`src/lcs_pkg.sv`:
```
// Constants and types shared by the cascade sync block
package lcs_pkg;

  // Core clock rate
  localparam int unsigned CORE_HZ      = 40_000_000;
  localparam int unsigned CORE_MHZ     = 40;

  // Internal display oscillator, typical rate
  localparam int unsigned OSC_HZ       = 1536;
  localparam int unsigned OSC_HALF_CYC = CORE_HZ / (2 * OSC_HZ);
  localparam int unsigned OSC_CNT_W    = 16;

  // Least low time of the sync line, in ns, and in core cycles (rounded up)
  localparam int unsigned SYNC_LOW_NS  = 1000;
  localparam int unsigned SYNC_LOW_CYC = (SYNC_LOW_NS * CORE_MHZ + 999) / 1000;
  localparam int unsigned SYNC_CNT_W   = 6;

  // Cascade addressing
  localparam int unsigned CASCADE_MAX  = 16;
  localparam int unsigned POS_W        = 4;
  localparam int unsigned CLUSTER_SIZE = 8;

  // Backplane phase counter
  localparam int unsigned PHASE_W      = 2;
  localparam logic [1:0]  PHASE_FIRST  = 2'h0;
  localparam logic [1:0]  PHASE_STEP   = 2'h1;

  // Multiplex drive mode; the code is also the index of the last active phase
  typedef enum logic [1:0] {
    LCS_MODE_STATIC = 2'b00,
    LCS_MODE_MUX2   = 2'b01,
    LCS_MODE_MUX3   = 2'b10,
    LCS_MODE_MUX4   = 2'b11
  } lcs_mode_t;

endpackage : lcs_pkg
```
`src/lcs_clk_if.sv`:
```
// Display clock tick carried from the clock selector to the sequencer
`timescale 1ns/100ps
interface lcs_clk_if;
  logic tick;
  logic ext_mode;

  modport src (output tick, output ext_mode);
  modport dst (input tick, input ext_mode);
endinterface : lcs_clk_if

```
`src/lcs_cascade_sync.sv`:
```
// Cascade position and backplane frame synchronisation
`timescale 1ns/100ps

// Behaviour
// Up to sixteen drivers share one bus, told apart by select bit and subaddress.
// Position equals select bit times eight plus the three subaddress pins.
// After reset every device starts at the same frame phase without sync.
// Sync pin is open drain: only pulls low, pull-up returns it high.
// Sync is pulled low at the onset of the mode's last active backplane.
// When not driving, watch sync and realign to another device's assertion.
// After loss of alignment the first device asserting sync leads the cascade.
// Exactly one device is clock master; the rest take the master's clock.
// With an external clock all devices tie oscillator enable high.
// Oscillator enable selects clock pin as oscillator output or clock input.
module lcs_cascade_sync #(
  parameter int unsigned OSC_HALF_CYC = lcs_pkg::OSC_HALF_CYC,
  parameter int unsigned SYNC_LOW_CYC = lcs_pkg::SYNC_LOW_CYC
) (
  // Clock and reset
  input  wire logic                          core_clk,
  input  wire logic                          rstn,
  // Address straps
  input  wire logic                          slave_address_select_bit,
  input  wire logic                          subaddress_pin_0,
  input  wire logic                          subaddress_pin_1,
  input  wire logic                          subaddress_pin_2,
  // Configuration
  input  wire logic                          osc_enable,
  input  wire lcs_pkg::lcs_mode_t            drive_mode,
  // Display clock pin
  input  wire logic                          disp_clk_in,
  output logic                               disp_clk_out,
  output logic                               disp_clk_oe,
  // Sync pin, active low, open drain
  input  wire logic                          sync_n_in,
  output logic                               sync_n_out,
  output logic                               sync_n_oe,
  // Sequencer state
  output logic [lcs_pkg::POS_W-1:0]          cascade_position,
  output logic [lcs_pkg::PHASE_W-1:0]        backplane_phase,
  output logic                               frame_start,
  output logic                               realign_pulse
);

  lcs_clk_if clk_bus ();

  logic [lcs_pkg::POS_W-1:0]      pos_q;
  logic [lcs_pkg::PHASE_W-1:0]    phase_q;
  logic [lcs_pkg::PHASE_W-1:0]    phase_d;
  logic [lcs_pkg::PHASE_W-1:0]    last_phase;
  logic [lcs_pkg::SYNC_CNT_W-1:0] sync_cnt_q;
  logic                           sync_drv_q;
  logic                           sync_prev_q;
  logic                           frame_q;
  logic                           realign_q;
  logic                           foreign_fall;
  logic                           tick;
  logic [lcs_pkg::SYNC_CNT_W-1:0] low_len_q;

  // Display clock source
  lcs_clk_sel #(
    .HALF_CYC (OSC_HALF_CYC)
  ) u_clk_sel (
    .core_clk     (core_clk),
    .rstn         (rstn),
    .osc_enable   (osc_enable),
    .disp_clk_in  (disp_clk_in),
    .disp_clk_out (disp_clk_out),
    .disp_clk_oe  (disp_clk_oe),
    .clk_o        (clk_bus.src)
  );

  assign tick       = clk_bus.tick;
  assign last_phase = lcs_pkg::PHASE_W'(drive_mode);

  // Cascade position from straps
  always_ff @(posedge core_clk) begin
    if (!rstn) begin
      pos_q <= '0;
    end else begin
      pos_q <= {slave_address_select_bit, subaddress_pin_2,
                subaddress_pin_1, subaddress_pin_0};
    end
  end

  // Next backplane phase, wrapping at the mode's last phase
  always_comb begin
    if (phase_q >= last_phase) begin
      phase_d = lcs_pkg::PHASE_FIRST;
    end else begin
      phase_d = phase_q + lcs_pkg::PHASE_STEP;
    end
  end

  // Falling sync edge not caused by this device
  assign foreign_fall = sync_prev_q & ~sync_n_in & ~sync_drv_q;

  // Phase sequencer; a foreign assertion overrides the local tick
  always_ff @(posedge core_clk) begin
    if (!rstn) begin
      phase_q <= lcs_pkg::PHASE_FIRST;
    end else if (foreign_fall) begin
      phase_q <= last_phase;
    end else if (tick) begin
      phase_q <= phase_d;
    end
  end

  // Frame start and realign markers
  always_ff @(posedge core_clk) begin
    if (!rstn) begin
      frame_q   <= 1'b0;
      realign_q <= 1'b0;
    end else begin
      frame_q   <= tick & ~foreign_fall & (phase_d == lcs_pkg::PHASE_FIRST);
      realign_q <= foreign_fall;
    end
  end

  // Sync driver: least low time from onset of the last phase
  always_ff @(posedge core_clk) begin
    if (!rstn) begin
      sync_drv_q <= 1'b0;
      sync_cnt_q <= '0;
    end else if (tick && !foreign_fall && phase_d == last_phase) begin
      sync_drv_q <= 1'b1;
      sync_cnt_q <= lcs_pkg::SYNC_CNT_W'(SYNC_LOW_CYC - 1);
    end else if (sync_cnt_q != '0) begin
      sync_cnt_q <= sync_cnt_q - 1'b1;
    end else begin
      sync_drv_q <= 1'b0;
    end
  end

  // Sync line monitor
  always_ff @(posedge core_clk) begin
    if (!rstn) begin
      sync_prev_q <= 1'b1;
    end else begin
      sync_prev_q <= sync_n_in;
    end
  end

  // Open-drain pin: data is always low, enable carries the assertion
  assign sync_n_out       = 1'b0;
  assign sync_n_oe        = sync_drv_q;
  assign cascade_position = pos_q;
  assign backplane_phase  = phase_q;
  assign frame_start      = frame_q;
  assign realign_pulse    = realign_q;

  // Position follows the straps
  pos_map_a: assert property (
    @(posedge core_clk) disable iff (!rstn)
    ##1 (cascade_position == ($past(slave_address_select_bit) * lcs_pkg::CLUSTER_SIZE
         + {$past(subaddress_pin_2), $past(subaddress_pin_1), $past(subaddress_pin_0)}))
  ) else $error("cascade position does not follow straps");

  // Reset puts every device at the first phase, sync released
  reset_align_a: assert property (
    @(posedge core_clk)
    !rstn |=> (backplane_phase == lcs_pkg::PHASE_FIRST) && !sync_n_oe
  ) else $error("phase or sync not cleared by reset");

  // Pin never drives high
  sync_opendrain_a: assert property (
    @(posedge core_clk) disable iff (!rstn)
    sync_n_oe |-> (sync_n_out == 1'b0)
  ) else $error("sync pin driven high");

  // Sync asserted when the last phase begins
  sync_onset_a: assert property (
    @(posedge core_clk) disable iff (!rstn)
    (tick && !foreign_fall && phase_d == last_phase)
      |=> sync_n_oe && (backplane_phase == $past(last_phase))
  ) else $error("sync not asserted at last phase onset");

  // Assertion holds for at least eight cycles
  sync_width_a: assert property (
    @(posedge core_clk) disable iff (!rstn)
    $rose(sync_n_oe) |-> sync_n_oe [*8]
  ) else $error("sync low time too short");

  // Foreign assertion realigns the phase
  follow_a: assert property (
    @(posedge core_clk) disable iff (!rstn)
    (sync_prev_q && !sync_n_in && !sync_n_oe)
      |=> realign_pulse && (backplane_phase == $past(last_phase))
  ) else $error("no realignment to foreign sync");

  // Own assertion never realigns this device
  first_wins_a: assert property (
    @(posedge core_clk) disable iff (!rstn)
    sync_n_oe |=> !realign_pulse
  ) else $error("leader realigned to its own sync");

  // Clock pin direction follows the oscillator enable
  clk_dir_a: assert property (
    @(posedge core_clk) disable iff (!rstn)
    (disp_clk_oe == !osc_enable) && (clk_bus.ext_mode == osc_enable)
      && (!$past(osc_enable) || !disp_clk_out)
  ) else $error("clock pin direction wrong");

  // Length of the current own sync assertion, saturating
  always_ff @(posedge core_clk) begin
    if (!rstn || !sync_drv_q) begin
      low_len_q <= '0;
    end else if (low_len_q != '1) begin
      low_len_q <= low_len_q + 1'b1;
    end
  end

  // Own sync is released only after the least low time
  sync_low_len_a: assert property (
    @(posedge core_clk) disable iff (!rstn)
    $fell(sync_n_oe) |-> (low_len_q >= lcs_pkg::SYNC_CNT_W'(SYNC_LOW_CYC))
  ) else $error("sync released before least low time");

  // A step never leaves the phase beyond the mode's last phase
  phase_bound_a: assert property (
    @(posedge core_clk) disable iff (!rstn)
    (tick || foreign_fall) |=> (backplane_phase <= $past(last_phase))
  ) else $error("backplane phase beyond last phase");

endmodule : lcs_cascade_sync

```
`src/lcs_clk_sel.sv`:
```
// Display clock source select: internal oscillator out, or clock pin in
`timescale 1ns/100ps
module lcs_clk_sel #(
  parameter int unsigned HALF_CYC = lcs_pkg::OSC_HALF_CYC
) (
  // Clock and reset
  input  wire logic core_clk,
  input  wire logic rstn,
  // Oscillator enable strap
  input  wire logic osc_enable,
  // Display clock pin
  input  wire logic disp_clk_in,
  output logic      disp_clk_out,
  output logic      disp_clk_oe,
  // Tick toward the sequencer
  lcs_clk_if.src    clk_o
);

  logic [lcs_pkg::OSC_CNT_W-1:0] div_q;
  logic                          osc_q;
  logic                          pin_prev_q;
  logic                          tick_q;
  logic                          div_end;

  assign div_end = (div_q == lcs_pkg::OSC_CNT_W'(HALF_CYC - 1));

  // Internal oscillator divider, idle while the pin is an input
  always_ff @(posedge core_clk) begin
    if (!rstn || osc_enable) begin
      div_q <= '0;
      osc_q <= 1'b0;
    end else if (div_end) begin
      div_q <= '0;
      osc_q <= ~osc_q;
    end else begin
      div_q <= div_q + 1'b1;
    end
  end

  // Rising edge of the chosen display clock
  always_ff @(posedge core_clk) begin
    if (!rstn) begin
      pin_prev_q <= disp_clk_in;
      tick_q     <= 1'b0;
    end else begin
      pin_prev_q <= disp_clk_in;
      if (osc_enable) begin
        tick_q <= disp_clk_in & ~pin_prev_q;
      end else begin
        tick_q <= div_end & ~osc_q;
      end
    end
  end

  // Pin drives only with the oscillator running
  assign disp_clk_out   = osc_q;
  assign disp_clk_oe    = ~osc_enable;
  assign clk_o.tick     = tick_q;
  assign clk_o.ext_mode = osc_enable;

endmodule : lcs_clk_sel

```
`config.mk`:
```
export PLATFORM = sky130hd
export DESIGN_NAME = lcs_cascade_sync
export DESIGN_NICKNAME = d
export VERILOG_FILES = /design/src/lcs_pkg.sv /design/src/lcs_clk_if.sv /design/src/lcs_cascade_sync.sv /design/src/lcs_clk_sel.sv
export SDC_FILE = /design/constraint.sdc
export NUM_CORES = 1
export LEC_CHECK = 0
export ABC_AREA = 1
export CAP_MARGIN = 20
export CORE_ASPECT_RATIO = 0.6
export CORE_UTILIZATION = 30
export DETAILED_ROUTE_END_ITERATION = 6
export DONT_BUFFER_PORTS = 1
export PLACE_DENSITY_LB_ADDON = 0.25
export SYNTH_ARGS = -nofsm -noshare
export SYNTH_HDL_FRONTEND = slang
export SYNTH_SLANG_ARGS = --single-unit
```
`constraint.sdc`:
```
create_clock -name core_clk -period 1.74 [get_ports core_clk]
set_input_delay 0.348 -clock core_clk [delete_from_list [all_inputs] [get_ports core_clk]]
set_output_delay 0.348 -clock core_clk [all_outputs]
set_load 0.01 [all_outputs]
```
After elaboration in Yosys (flattened, before gate mapping)
Index checks and enable logic that the tools add are counted.
{ "classes": {"n_addsub": 3, "multipliers": 0, "div_mod_pow": 0, "order_cmp": 1, "eq_ne": 3, "n_shift": 0, "n_mux": 8, "bitwise_logic": 13, "n_reduce_logical": 11} }
{ "op_table": {"columns": ["op", "n"], "rows": [
  ["$add A16 B1 Y16 const B", 1],
  ["$eq A16 B14 Y1 const B", 1],
  ["$mux W6", 2],
  ["$not A1 Y1", 7],
  ["$and A1 B1 Y1", 6],
  ["$mux W2", 3],
  ["$reduce_bool A6 Y1", 1],
  ["$sub A6 B1 Y6 const B", 1],
  ["$reduce_bool A2 Y1", 2],
  ["$reduce_or A2 Y1", 2],
  ["$mux W1", 3],
  ["$add A2 B1 Y2 const B", 1],
  ["$eq A2 B2 Y1", 1],
  ["$ge A2 B2 Y1", 1],
  ["$logic_and A1 B1 Y1", 2],
  ["$logic_not A1 Y1", 2],
  ["$logic_not A2 Y1", 1],
  ["$ne A2 B2 Y1 const B", 1],
  ["$logic_or A1 B1 Y1", 1]
]} }
{ "word_totals": {"reg_bits": 35, "latchBits": 0, "ram_bits": 0, "mem_bits_ro": 0, "in_bits": 11, "output_inout_bits": 12, "word_cells": 51, "n_memories": 0} }

Longest topological paths before layout
Gate-level depths: netlist of run 1.
{ "depth": {"depth_word": 7, "mapped_depth": 11, "ltp_nobuf": 11} }

Modules after synthesis
A second synthesis of run 1 with hierarchy kept.
{ "unflattened": {"hier_cells": 254, "hier_area_um2": 1871.8} }
{ "modules_own_cells": {"columns": ["module", "n_inst", "cells_per_inst", "area_each_um2", "seq_area_each_um2"], "rows": [
  ["lcs_clk_sel", 1, 148, 1029.7, 380.4],
  ["lcs_cascade_sync", 1, 106, 842.1, 320.3]
]} }

Least setup slack after synthesis of run 1
Ideal clock, no wire load.
{ "synth_path": {"kind": "flip-flop to flip-flop", "from": "reg phase_q, in the netlist backplane_phase[0]", "to": "reg sync_cnt_q[4] (netlist name)", "setup_time_ps": 116, "arrival_time_ps": 1352, "required_time_ps": 1624, "setup_slack_ps": 273, "stages_incl_launch_ff": 9, "n_path_buf": 0, "period_less_slack_ps": 1467, "cell_sequence": "dfxtp_1 > inv_1 > ha_1 > nand2_1 > nand4_1 > o21bai_1 > nand3_1 > nand2_1 > nor2_1"} }
{ "synth_between": {"elab_chain_cells": 5, "word_cells_on_any_way": 6, "cone_classes": "add/sub: 1; order compare: 1; eq/ne: 1; mux: 1; reduce/logical: 2"} }
{ "synth_rtl": {"columns": ["item", "line", "text"], "rows": [
  ["start, declared", "lcs_cascade_sync.sv:48", "logic [lcs_pkg::PHASE_W-1:0] phase_q;"],
  ["start signal, assigned", "lcs_cascade_sync.sv:101", "phase_q <= lcs_pkg::PHASE_FIRST;"],
  ["start signal, assigned", "lcs_cascade_sync.sv:103", "phase_q <= last_phase;"],
  ["start signal, assigned", "lcs_cascade_sync.sv:105", "phase_q <= phase_d;"],
  ["$add A2 B1 Y2 / $ge A2 B2 Y1 (equally long branches)", "lcs_cascade_sync.sv:91, lcs_cascade_sync.sv:88", null],
  ["$mux W2 *", "lcs_cascade_sync.sv:88", "if (phase_q >= last_phase) begin"],
  ["$eq A2 B2 Y1 *", "lcs_cascade_sync.sv:125", "end else if (tick && !foreign_fall && phase_d == last_phase) begin"],
  ["$logic_and A1 B1 Y1 *", "lcs_cascade_sync.sv:125", null],
  ["$reduce_or A2 Y1 (no source line) *", null, null],
  ["end signal, assigned", "lcs_cascade_sync.sv:127", "sync_cnt_q <= lcs_pkg::SYNC_CNT_W'(SYNC_LOW_CYC - 1);"],
  ["end signal, assigned", "lcs_cascade_sync.sv:129", "sync_cnt_q <= sync_cnt_q - 1'b1;"],
  ["end, declared", "lcs_cascade_sync.sv:51", "logic [lcs_pkg::SYNC_CNT_W-1:0] sync_cnt_q;"]
]} }
Every way passes the cells marked *; elsewhere a longest branch is shown, timed or not.
A chain may end at the register's enable or synchronous reset.

Worst setup path after layout of run 1
Ends and elaborated chain as after synthesis.

==> metrics, run 1 <==
result of the run=completed; required time of the critical path=around 1.9 ns; Routed Antenna Nets=0; Metal-1 WL=1980 um; per-cell via count in the routed design=4.57; number of synthesized flops with an enable pin=0; post-synthesis sequential area ratio=0.415; Setup Crit Path Kind=reg -> reg; Critical R2R Launch=backplane_phase[0]; number of filler cells placed in the layout=538; maximum resistive drop on vdd=about 300 uV; compound-gate portion of the synthesized area=0.0815; drt total wl=~3400 um; dominant register cell in the synthesized netlist=dfxtp_1; Netlist Area Pre-Place=1690 sq um; Power per Cell Area=about 1000 nW/um^2; clock sinks=35; post-route clock period utilization=0.883; Min-Delay Endpoint=u_clk_sel.pin_prev_q; antenna fix cells=0; most frequent cells in the layout=nand2_1 (58), inv_1 (42), dfxtp_1 (35), nor2_1 (23), nand3_1 (12); combinational family with the most area after synthesis=simple AND/OR/NAND/NOR gates; worst min-delay path startpoint=disp_clk_in; total grt overflow=0; number of buffers inserted by post-CTS setup repair=0; buffers added on ports=0; count of mapped cells out of synthesis=235; starting density of the core=0.323; category of the worst setup path launch point=flop; final estimated routing congestion in global placement=0.804; largest net degree at the start of global routing=14; clock tree from TritonCTS=built; via count of the first global-routing pass=1,182; Setup Skew=around 0.0051 ns; share of synthesized area spent on multiplexers=0; r2r worst-path depth=11; Final Max Tran Viols=0; main area contributors after synthesis=dfxtp_1 (42%), nand2_1 (13%), inv_1 (9.3%); maximum cell stage delay along the critical path=0.33 ns; total via count after detailed routing=1,403; total length of routed met2 wires=1160 um; Die Ht=60.1 um; number of unique standard cell types used by synthesis=29; Post-Place Setup Slack=between 0.2 and 0.25 ns; number of nets at the end of the flow=about 260; # setup viols final=0; final hold violation count=0; Yosys top cell by area=dfxtp_1; least setup slack across all paths after layout=0.203 ns; Synth top area share=0.415; cts hold-fix bufs=0; synthesized-area fraction occupied by and/or/nand/nor cells=0.317; commonest non-fill, non-tap cell in the layout=nand2_1; setup slack of the worst register-to-register path=0.20 ns; proportion of synthesized flip-flops having asynchronous set or reset=0; Met3 Wirelength=186 um; synthesized netlist net count=251; xor and xnor fraction of the mapped netlist area=0.0363; number of synthesized register bits=35; data arrival time of the critical path=1.72 ns; total global routing track utilization=0.125; Core Area=5230 sq um; worst r2r dst=sync_cnt_q[4]; CP cell instances=inv_1 > ha_1 > inv_1 > nand2_1 > nand2_1 > nand3_1 > nand2_1 > nand2_1 > nand3_1 > nand2_1 > nor2_1; Chip Width=98.8 um; area share of fa/ha/maj cells after synthesis=0.0371; Area growth syn-to-layout=9.19%; Setup TNS=0 ns; total number of yosys warnings=0; post-detailed-placement cell area=1770 sq um; per-cell routed wire length=approximately 11 um; Util after Layout=0.352; master cell of the clock root buffer=clkbuf_8; kind of end point of the critical path=flop; largest buffer count on any clock path=2; detailed placer's ending HPWL=around 2600 um; topmost layer with routed signal wires=met4; clock input transition at the sequential cells of the worst setup and hold paths=approximately 0.07 ns; RSZ-0062 raised after global routing=no; layout cells sized above 1=0.0913; deepest level of the CTS H-tree=2; total of max-cap violations=0; overall die area=5940 sq um; number of rows in the core area=20; max frequency=about 0.65 GHz; DR iter-0 viols=between 60 and 70; number of antenna violations at the first check in global routing=0; first-pass GRT wire length=5530 um; number of optimization iterations in the first detailed-route pass=4; type of the worst min-delay path=in -> reg; number of cells on the worst hold path=0; average instance area after synthesis=a little over 7 sq um; number of non-filler instances in the completed layout=just over 300; number of gates resized after cts=0; LEAKAGE=a little under 0.8 nW; TritonCTS buffer count=5; critical-path cell with the highest stage delay=dfxtp_1; clock latency at the later pin of the worst-skew pair=0.29 ns; Cells after DPL=301; CP dominant cell by count=nand2_1; Final Cell Area=1840 sq um; Boundary Pins=23; largest fanout of any net on the critical path=6; crit path time final=1.54 ns; DRC violations left=0
==> metal layers <==
metal	track usage	vias to the layer above
met3	0.0386	7
met5	0	-
met1	0.190	627
li1	-	741
met4	0.0640	0
met2	0.148	28
==> power by group <==
group | internal [mW] | switching, mW
logic | 0.180 | 0.251
registers | 0.876 | 0.0514
clock network | 0.267 | 0.276
total | 1.32 | 0.579
==> cell usage after synthesis (3+ instances only) <==
cell type	count
a21oi_1	11
nor2_2	3
nor2_1	23
dfxtp_1	35
o21ai_0	6
nor3_1	5
xor2_1	6
nand2_1	58
nand3_2	3
ha_1	5
nand3_1	12
inv_1	42
nand4_1	7
==> sequential cells by signal, summed over array words and instances, names as in the netlist, 2 cells and up <==
| register | cells |
|---|---|
| u_clk_sel.div_q | 16 |
| sync_cnt_q | 6 |
| cascade_position | 4 |
| backplane_phase | 2 |
==> layout make-up <==
class / instances / area (sq um) / share of cell area
Timing Repair Buffer: 4 / 30.0 / 0.0163
Clock buffer: 6 / 72.6 / 0.0394
Inverter: 42 / 158 / 0.0855
Multi-Input combinational cell: 154 / 800 / 0.434
Tap cell: 66 / 82.6 / 0.0448
Sequential cell: 35 / 701 / 0.380
==> metrics by stage <==
stage | hold slack, ns | power, mW
5_1_grt | 0.0686 | 2.04
3_5_place_dp | 0.376 | 1.38
2_1_floorplan | 0.376 | 1.29
3_3_place_gp | 0.376 | 1.38
4_1_cts | 0.0732 | 1.93
6_report | 0.0846 | 1.90
==> worst max-delay path, delay by kind of cell (launching register included) <==
kind	cells	cell delay, ns
and+or+nand+nor	8	0.69
adders and majority gates	1	0.29
buffers and inverters	2	0.11
DFF	1	0.33
==> how the worst max path moves through the flow <==
stage	depth (start not counted)	end	slack [ns]	from
3_3_place_gp	8	sync_cnt_q[4]	0.21	drive_mode[1]
3_5_place_dp	8	sync_cnt_q[4]	0.21	drive_mode[1]
6_report	11	sync_cnt_q[4]	0.20	backplane_phase[0]
2_1_floorplan	8	sync_cnt_q[4]	0.27	backplane_phase[0]
5_1_grt	11	sync_cnt_q[3]	0.04	backplane_phase[0]
4_1_cts	8	sync_cnt_q[4]	0.22	backplane_phase[0]
==> logic make-up (layout without fill, tap and decap cells) <==
kind of cell	after synthesis	count (layout)
adder cells (fa/ha/maj)	5	5
flip-flops	35	35
buffers and inverters	46	52
other	1	1
XOR/XNOR	7	7
AND/OR/NAND/NOR	118	118
AO/OA/AOI/OAI	23	23
Power figures use the tool's default switching activity.
==> inputs of run 2 (changes only) <==
--- a/config.mk
+++ b/config.mk
@@ -7,6 +7,8 @@
 export LEC_CHECK = 0
 export ABC_AREA = 1
 export CAP_MARGIN = 20
+export CELL_PAD_IN_SITES_DETAIL_PLACEMENT = 1
+export CELL_PAD_IN_SITES_GLOBAL_PLACEMENT = 2
 export CORE_ASPECT_RATIO = 0.6
 export CORE_UTILIZATION = 30
 export DETAILED_ROUTE_END_ITERATION = 6
==> run 2 against run 1 <==
  * Worst setup slack got worse by 0.035 ns
  * Via count shrank 1.2%
  * Clock power increased by 41%
  * Sequential cell count stayed put
  * Non-clock buffer count is 1 higher
  * Critical endpoint unchanged
==> metrics, run 2 (synthesis results as in run 1) <==
result of the run=completed (unchanged); Min-Delay Endpoint=u_clk_sel.pin_prev_q (unchanged); overall die area=5940 sq um (unchanged); Final Max Tran Viols=0 (unchanged); number of antenna violations at the first check in global routing=0 (unchanged); share of power burned in combinational logic=0.204 (was 0.227); largest buffer count on any clock path=2 (unchanged); number of buffers inserted by post-CTS setup repair=0 (unchanged); detailed placer's ending HPWL=3020 um (was 2600 um); Power per Cell Area=1120 nW/um^2 (was 1030 nW/um^2); total of max-cap violations=0 (unchanged); worst min-delay path startpoint=disp_clk_in (unchanged); largest fanout of any net on the critical path=6 (unchanged); Setup Skew=0.00575 ns (was 0.00510 ns); Util after Layout=0.362 (was 0.352); crit path time final=1.57 ns (was 1.54 ns); maximum resistive drop on vdd=479 uV (was 303 uV); max FFs per register=16 (unchanged); DRC violations left=0 (unchanged); master cell of the clock root buffer=clkbuf_8 (unchanged); first-pass GRT wire length=6680 um (was 5530 um); least setup slack across all paths after layout=0.168 ns (was 0.203 ns); clock tree from TritonCTS=built (unchanged); post-route clock period utilization=0.903 (was 0.883); total global routing track utilization=0.151 (was 0.125); clock latency at the later pin of the worst-skew pair=0.29 ns (about the same); starting density of the core=0.323 (unchanged); number of filler cells placed in the layout=663 (was 538); number of non-filler instances in the completed layout=310 (was 307); TritonCTS buffer count=5 (unchanged); number of optimization iterations in the first detailed-route pass=4 (unchanged); max frequency=0.636 GHz (was 0.651 GHz); clock input transition at the sequential cells of the worst setup and hold paths=0.08 ns (was 0.07 ns); DR iter-0 viols=47 (was 61); Total Power=2.13 mW (was 1.90 mW); category of the worst setup path launch point=flop (unchanged); cts hold-fix bufs=0 (unchanged); RSZ-0062 raised after global routing=no (unchanged); Cells after DPL=302 (was 301); Critical R2R Launch=backplane_phase[0] (unchanged); switching portion of total power=0.288 (was 0.304); r2r worst-path depth=8 (was 11); Routed Antenna Nets=0 (unchanged); number of cells on the worst hold path=0 (unchanged); LEAKAGE=0.812 nW (was 0.783 nW); Core Area=5230 sq um (unchanged); commonest non-fill, non-tap cell in the layout=nand2_1 (unchanged); Die Ht=60.1 um (unchanged); via count of the first global-routing pass=1,388 (was 1,182); most frequent cells in the layout=nand2_1 (58), inv_1 (42), dfxtp_1 (35), nor2_1 (23), nand3_1 (12) (unchanged); number of nets at the end of the flow=259 (was 258); Seq pwr share=0.437 (was 0.488); number of gates resized after cts=0 (unchanged); drt total wl=3840 um (was 3390 um); data arrival time of the critical path=1.75 ns (was 1.72 ns); Final Cell Area=1900 sq um (was 1840 sq um); required time of the critical path=1.92 ns (about the same); worst hold slack across all endpoints=0.0874 ns (was 0.0846 ns); Boundary Pins=23 (unchanged); cell internal pwr=1.52 mW (was 1.32 mW); deepest level of the CTS H-tree=2 (unchanged); antenna fix cells=0 (unchanged); buffers added on ports=0 (unchanged); total via count after detailed routing=1,386 (was 1,403); total grt overflow=0 (unchanged); kind of end point of the critical path=flop (unchanged); Post-Place Setup Slack=0.122 ns (was 0.211 ns); final estimated routing congestion in global placement=0.766 (was 0.804); Switching Power=0.614 mW (was 0.579 mW); Setup TNS=0 ns (unchanged); per-cell via count in the routed design=4.47 (was 4.57); number of rows in the core area=20 (unchanged); post-detailed-placement cell area=1780 sq um (was 1770 sq um); Area growth syn-to-layout=12.3% (was 9.19%); clock sinks=35 (unchanged); Setup Crit Path Kind=reg -> reg (unchanged); largest net degree at the start of global routing=14 (unchanged); setup slack of the worst register-to-register path=0.17 ns (was 0.20 ns); Chip Width=98.8 um (unchanged); # setup viols final=0 (unchanged); type of the worst min-delay path=in -> reg (unchanged); final hold violation count=0 (unchanged); Clock power frac=0.359 (was 0.285); layout cells sized above 1=0.107 (was 0.0913); worst r2r dst=sync_cnt_q[4] (unchanged); top register by number of flip-flops=u_clk_sel.div_q (unchanged); per-cell routed wire length=12.4 um (was 11.0 um)
==> run 2: cell types whose count changed in the layout (fill, tap and decap cells not counted), sizes merged <==
cell,delta
clkinv,+1
buf,+1
bufinv,+1
==> run 2: power by group through the flow <==
stage,Combinational [mW],Clock [mW],Sequential (mW)
4_1_cts,0.439,0.795,0.931
3_5_place_dp,0.437,0,0.949
5_1_grt,0.509,0.825,0.944
6_report,0.435,0.764,0.932
3_3_place_gp,0.438,0,0.952
2_1_floorplan,0.351,0,0.937
==> run 2: worst max-delay path: stages (launching register included) <==
cell	delay (ns)
dfxtp_1	0.33
inv_1	0.07
ha_1	0.29
nand2_1	0.07
nand4_1	0.14
o21bai_1	0.16
nand3_1	0.22
nand2_1	0.15
nor2_1	0.05
==> run 2: layout make-up <==
type / instances / area, sq um / area share
timing repair buffer: 5 / 37.5 / 0.0198
clock inverter: 2 / 35.0 / 0.0185
tap: 66 / 82.6 / 0.0436
multi-input combinational: 154 / 800 / 0.422
sequential: 35 / 701 / 0.370
clock buffer: 6 / 82.6 / 0.0436
inverter: 42 / 158 / 0.0832
==> run 2: how the worst max path moves through the flow <==
stage	slack [ns]	cells after the start	from	to
6_report	0.17	8	backplane_phase[0]	sync_cnt_q[4]
3_3_place_gp	0.19	8	drive_mode[1]	sync_cnt_q[4]
5_1_grt	0.0004	8	backplane_phase[0]	sync_cnt_q[3]
3_5_place_dp	0.12	8	drive_mode[1]	sync_cnt_q[4]
4_1_cts	0.15	8	backplane_phase[0]	sync_cnt_q[4]
2_1_floorplan	0.27	8	backplane_phase[0]	sync_cnt_q[4]
==> run 2: layer usage <==
layer | up-vias | GRT usage | part of all wire
met4 | 0 | 0.0640 | 0.016
met1 | 615 | 0.231 | 0.62
met2 | 20 | 0.186 | 0.33
met5 | - | 0 | 0
met3 | 5 | 0.0468 | 0.037
li1 | 746 | - | -
==> inputs of run 3 (changes only) <==
--- a/config.mk
+++ b/config.mk
@@ -10,10 +10,11 @@
 export CELL_PAD_IN_SITES_DETAIL_PLACEMENT = 1
 export CELL_PAD_IN_SITES_GLOBAL_PLACEMENT = 2
 export CORE_ASPECT_RATIO = 0.6
-export CORE_UTILIZATION = 30
+export CORE_UTILIZATION = 35
 export DETAILED_ROUTE_END_ITERATION = 6
 export DONT_BUFFER_PORTS = 1
 export PLACE_DENSITY_LB_ADDON = 0.25
+export RECOVER_POWER = 25
 export SYNTH_ARGS = -nofsm -noshare
 export SYNTH_HDL_FRONTEND = slang
 export SYNTH_SLANG_ARGS = --single-unit
==> run 3 against run 2 <==
  * First-iteration DRC count grew 36%
  * Clock power shrank 15%
  * Global-route usage rose by 2.4 points
  * Hold slack lost 0.0066 ns
  * Sequential power is essentially flat
  * Sequential share of layout area up 0.39 points
  * Core utilization is 4.4 points higher
  * Combinational power about the same
  * Clock skew about the same
  * Die area down 14%
  * Largest power group unchanged
==> metrics, run 3 (synthesis results as in run 1) <==
result of the run=completed (unchanged); DRC violations left=0 (unchanged); number of optimization iterations in the first detailed-route pass=4 (unchanged); LEAKAGE=0.800 nW (was 0.812 nW); data arrival time of the critical path=1.77 ns (was 1.75 ns); overall die area=5110 sq um (was 5940 sq um); crit path time final=1.58 ns (was 1.57 ns); number of rows in the core area=19 (was 20); # setup viols final=0 (unchanged); Power per Cell Area=1080 nW/um^2 (was 1120 nW/um^2); final estimated routing congestion in global placement=0.703 (was 0.766); via count of the first global-routing pass=1,403 (was 1,388); total via count after detailed routing=1,424 (was 1,386); top register by number of flip-flops=u_clk_sel.div_q (unchanged); largest net degree at the start of global routing=14 (unchanged); RSZ-0062 raised after global routing=no (unchanged); Post-Place Setup Slack=0.144 ns (was 0.122 ns); Chip Width=91.7 um (was 98.8 um); buffers added on ports=0 (unchanged); antenna fix cells=0 (unchanged); type of the worst min-delay path=in -> reg (unchanged); worst min-delay path startpoint=disp_clk_in (unchanged); number of nets at the end of the flow=259 (unchanged); total grt overflow=0 (unchanged); per-cell via count in the routed design=4.64 (was 4.47); r2r worst-path depth=8 (unchanged); post-route clock period utilization=0.907 (was 0.903); total of max-cap violations=0 (unchanged); layout cells sized above 1=0.102 (was 0.107); Core Area=4610 sq um (was 5230 sq um); Min-Delay Endpoint=u_clk_sel.pin_prev_q (unchanged); drt total wl=4030 um (was 3840 um); setup slack of the worst register-to-register path=0.16 ns (was 0.17 ns); Boundary Pins=23 (unchanged); Setup TNS=0 ns (unchanged); largest buffer count on any clock path=2 (unchanged); most frequent cells in the layout=nand2_1 (58), inv_1 (42), dfxtp_1 (35), nor2_1 (23) (was nand2_1 (58), inv_1 (42), dfxtp_1 (35), nor2_1 (23), nand3_1 (12)); category of the worst setup path launch point=flop (unchanged); Total Power=2.02 mW (was 2.13 mW); maximum resistive drop on vdd=452 uV (was 479 uV); Setup Skew=0.00545 ns (was 0.00575 ns); clock sinks=35 (unchanged); starting density of the core=0.366 (was 0.323); deepest level of the CTS H-tree=2 (unchanged); maximum cell stage delay along the critical path=0.34 ns (was 0.33 ns); final hold violation count=0 (unchanged); required time of the critical path=1.93 ns (was 1.92 ns); Final Max Tran Viols=0 (unchanged); Area growth syn-to-layout=11.1% (was 12.3%); detailed placer's ending HPWL=3120 um (was 3020 um); TritonCTS buffer count=5 (unchanged); per-cell routed wire length=13.1 um (was 12.4 um); Die Ht=55.8 um (was 60.1 um); least setup slack across all paths after layout=0.162 ns (was 0.168 ns); largest fanout of any net on the critical path=6 (unchanged); critical-path cell with the highest stage delay=dfxtp_1 (unchanged); max FFs per register=16 (unchanged); cts hold-fix bufs=0 (unchanged); CP dominant cell by count=nand2_1 (unchanged); clock input transition at the sequential cells of the worst setup and hold paths=0.07 ns (was 0.08 ns); kind of end point of the critical path=flop (unchanged); Setup Crit Path Kind=reg -> reg (unchanged); number of antenna violations at the first check in global routing=0 (unchanged); DR iter-0 viols=64 (was 47); CP cell instances=inv_1 > ha_1 > nand2_1 > nand4_1 > o21bai_1 > nand3_2 > nand2_1 > nor2_1 (was inv_1 > ha_1 > nand2_1 > nand4_1 > o21bai_1 > nand3_1 > nand2_1 > nor2_1); worst r2r dst=sync_cnt_q[4] (unchanged); total global routing track utilization=0.175 (was 0.151); Routed Antenna Nets=0 (unchanged); first-pass GRT wire length=6720 um (was 6680 um); Critical R2R Launch=backplane_phase[0] (unchanged); clock tree from TritonCTS=built (unchanged); commonest non-fill, non-tap cell in the layout=nand2_1 (unchanged); clock latency at the later pin of the worst-skew pair=0.29 ns (about the same); number of cells on the worst hold path=0 (unchanged); master cell of the clock root buffer=clkbuf_8 (unchanged); max frequency=0.634 GHz (was 0.636 GHz)
==> run 3: critical path: cells and delay by family (launching register included) <==
kind	cells	cell delay, ns
buffers and inverters	1	0.08
AO/OA/AOI/OAI	1	0.21
flip-flops	1	0.34
AND/OR/NAND/NOR	5	0.56
adder cells (fa/ha/maj)	1	0.30
==> run 3: per-stage QoR <==
step	util	hold slack, ns	std cells	cell area (sq um)
floorplan	-	0.376	235	1690
global placement	0.385	0.376	299	1770
detailed placement	0.385	0.376	299	1770
CTS	0.406	0.0693	307	1870
global route	0.407	0.0661	307	1880
finish	0.407	0.0809	307	1880
==> run 3: metal layers <==
layer  global-route usage  routed length (um)  share of wire
met5                    0                   0              0
met4               0.0748                  68          0.017
met3               0.0505                 181          0.045
met2                0.229                1470           0.36
met1                0.261                2320           0.57
==> run 3: power by group <==
part | total [mW] | switching, mW | leakage, nW | internal, mW
sequential | 0.934 | 0.0576 | 0.286 | 0.876
combinational | 0.436 | 0.258 | 0.462 | 0.178
clock | 0.650 | 0.289 | 0.0515 | 0.361
total | 2.02 | 0.605 | 0.800 | 1.41
==> run 3: what timing repair did <==
item	in CTS	in global routing
buffers inserted	0	0
endpoints found under the hold margin	0	0
setup endpoints to repair	0	4
resized for setup	0	1
==> run 3: worst max path at each step <==
stage,from,depth (start not counted),slack [ns],endpoint
final,backplane_phase[0],8,0.16,sync_cnt_q[4]
after global routing,backplane_phase[0],8,0.04,sync_cnt_q[3]
after CTS,backplane_phase[0],8,0.13,sync_cnt_q[4]
after detailed placement,drive_mode[1],8,0.14,sync_cnt_q[4]
after global placement,drive_mode[1],8,0.20,sync_cnt_q[4]
after floorplan,backplane_phase[0],8,0.27,sync_cnt_q[4]
==> run 3: final cells by class <==
type	count	area, sq um
Clock buffer	8	100
Multi-Input combinational cell	154	805
Tap cell	63	78.8
Inverter	42	158
Fill cell	605	2740
Timing Repair Buffer	5	33.8
Sequential cell	35	701
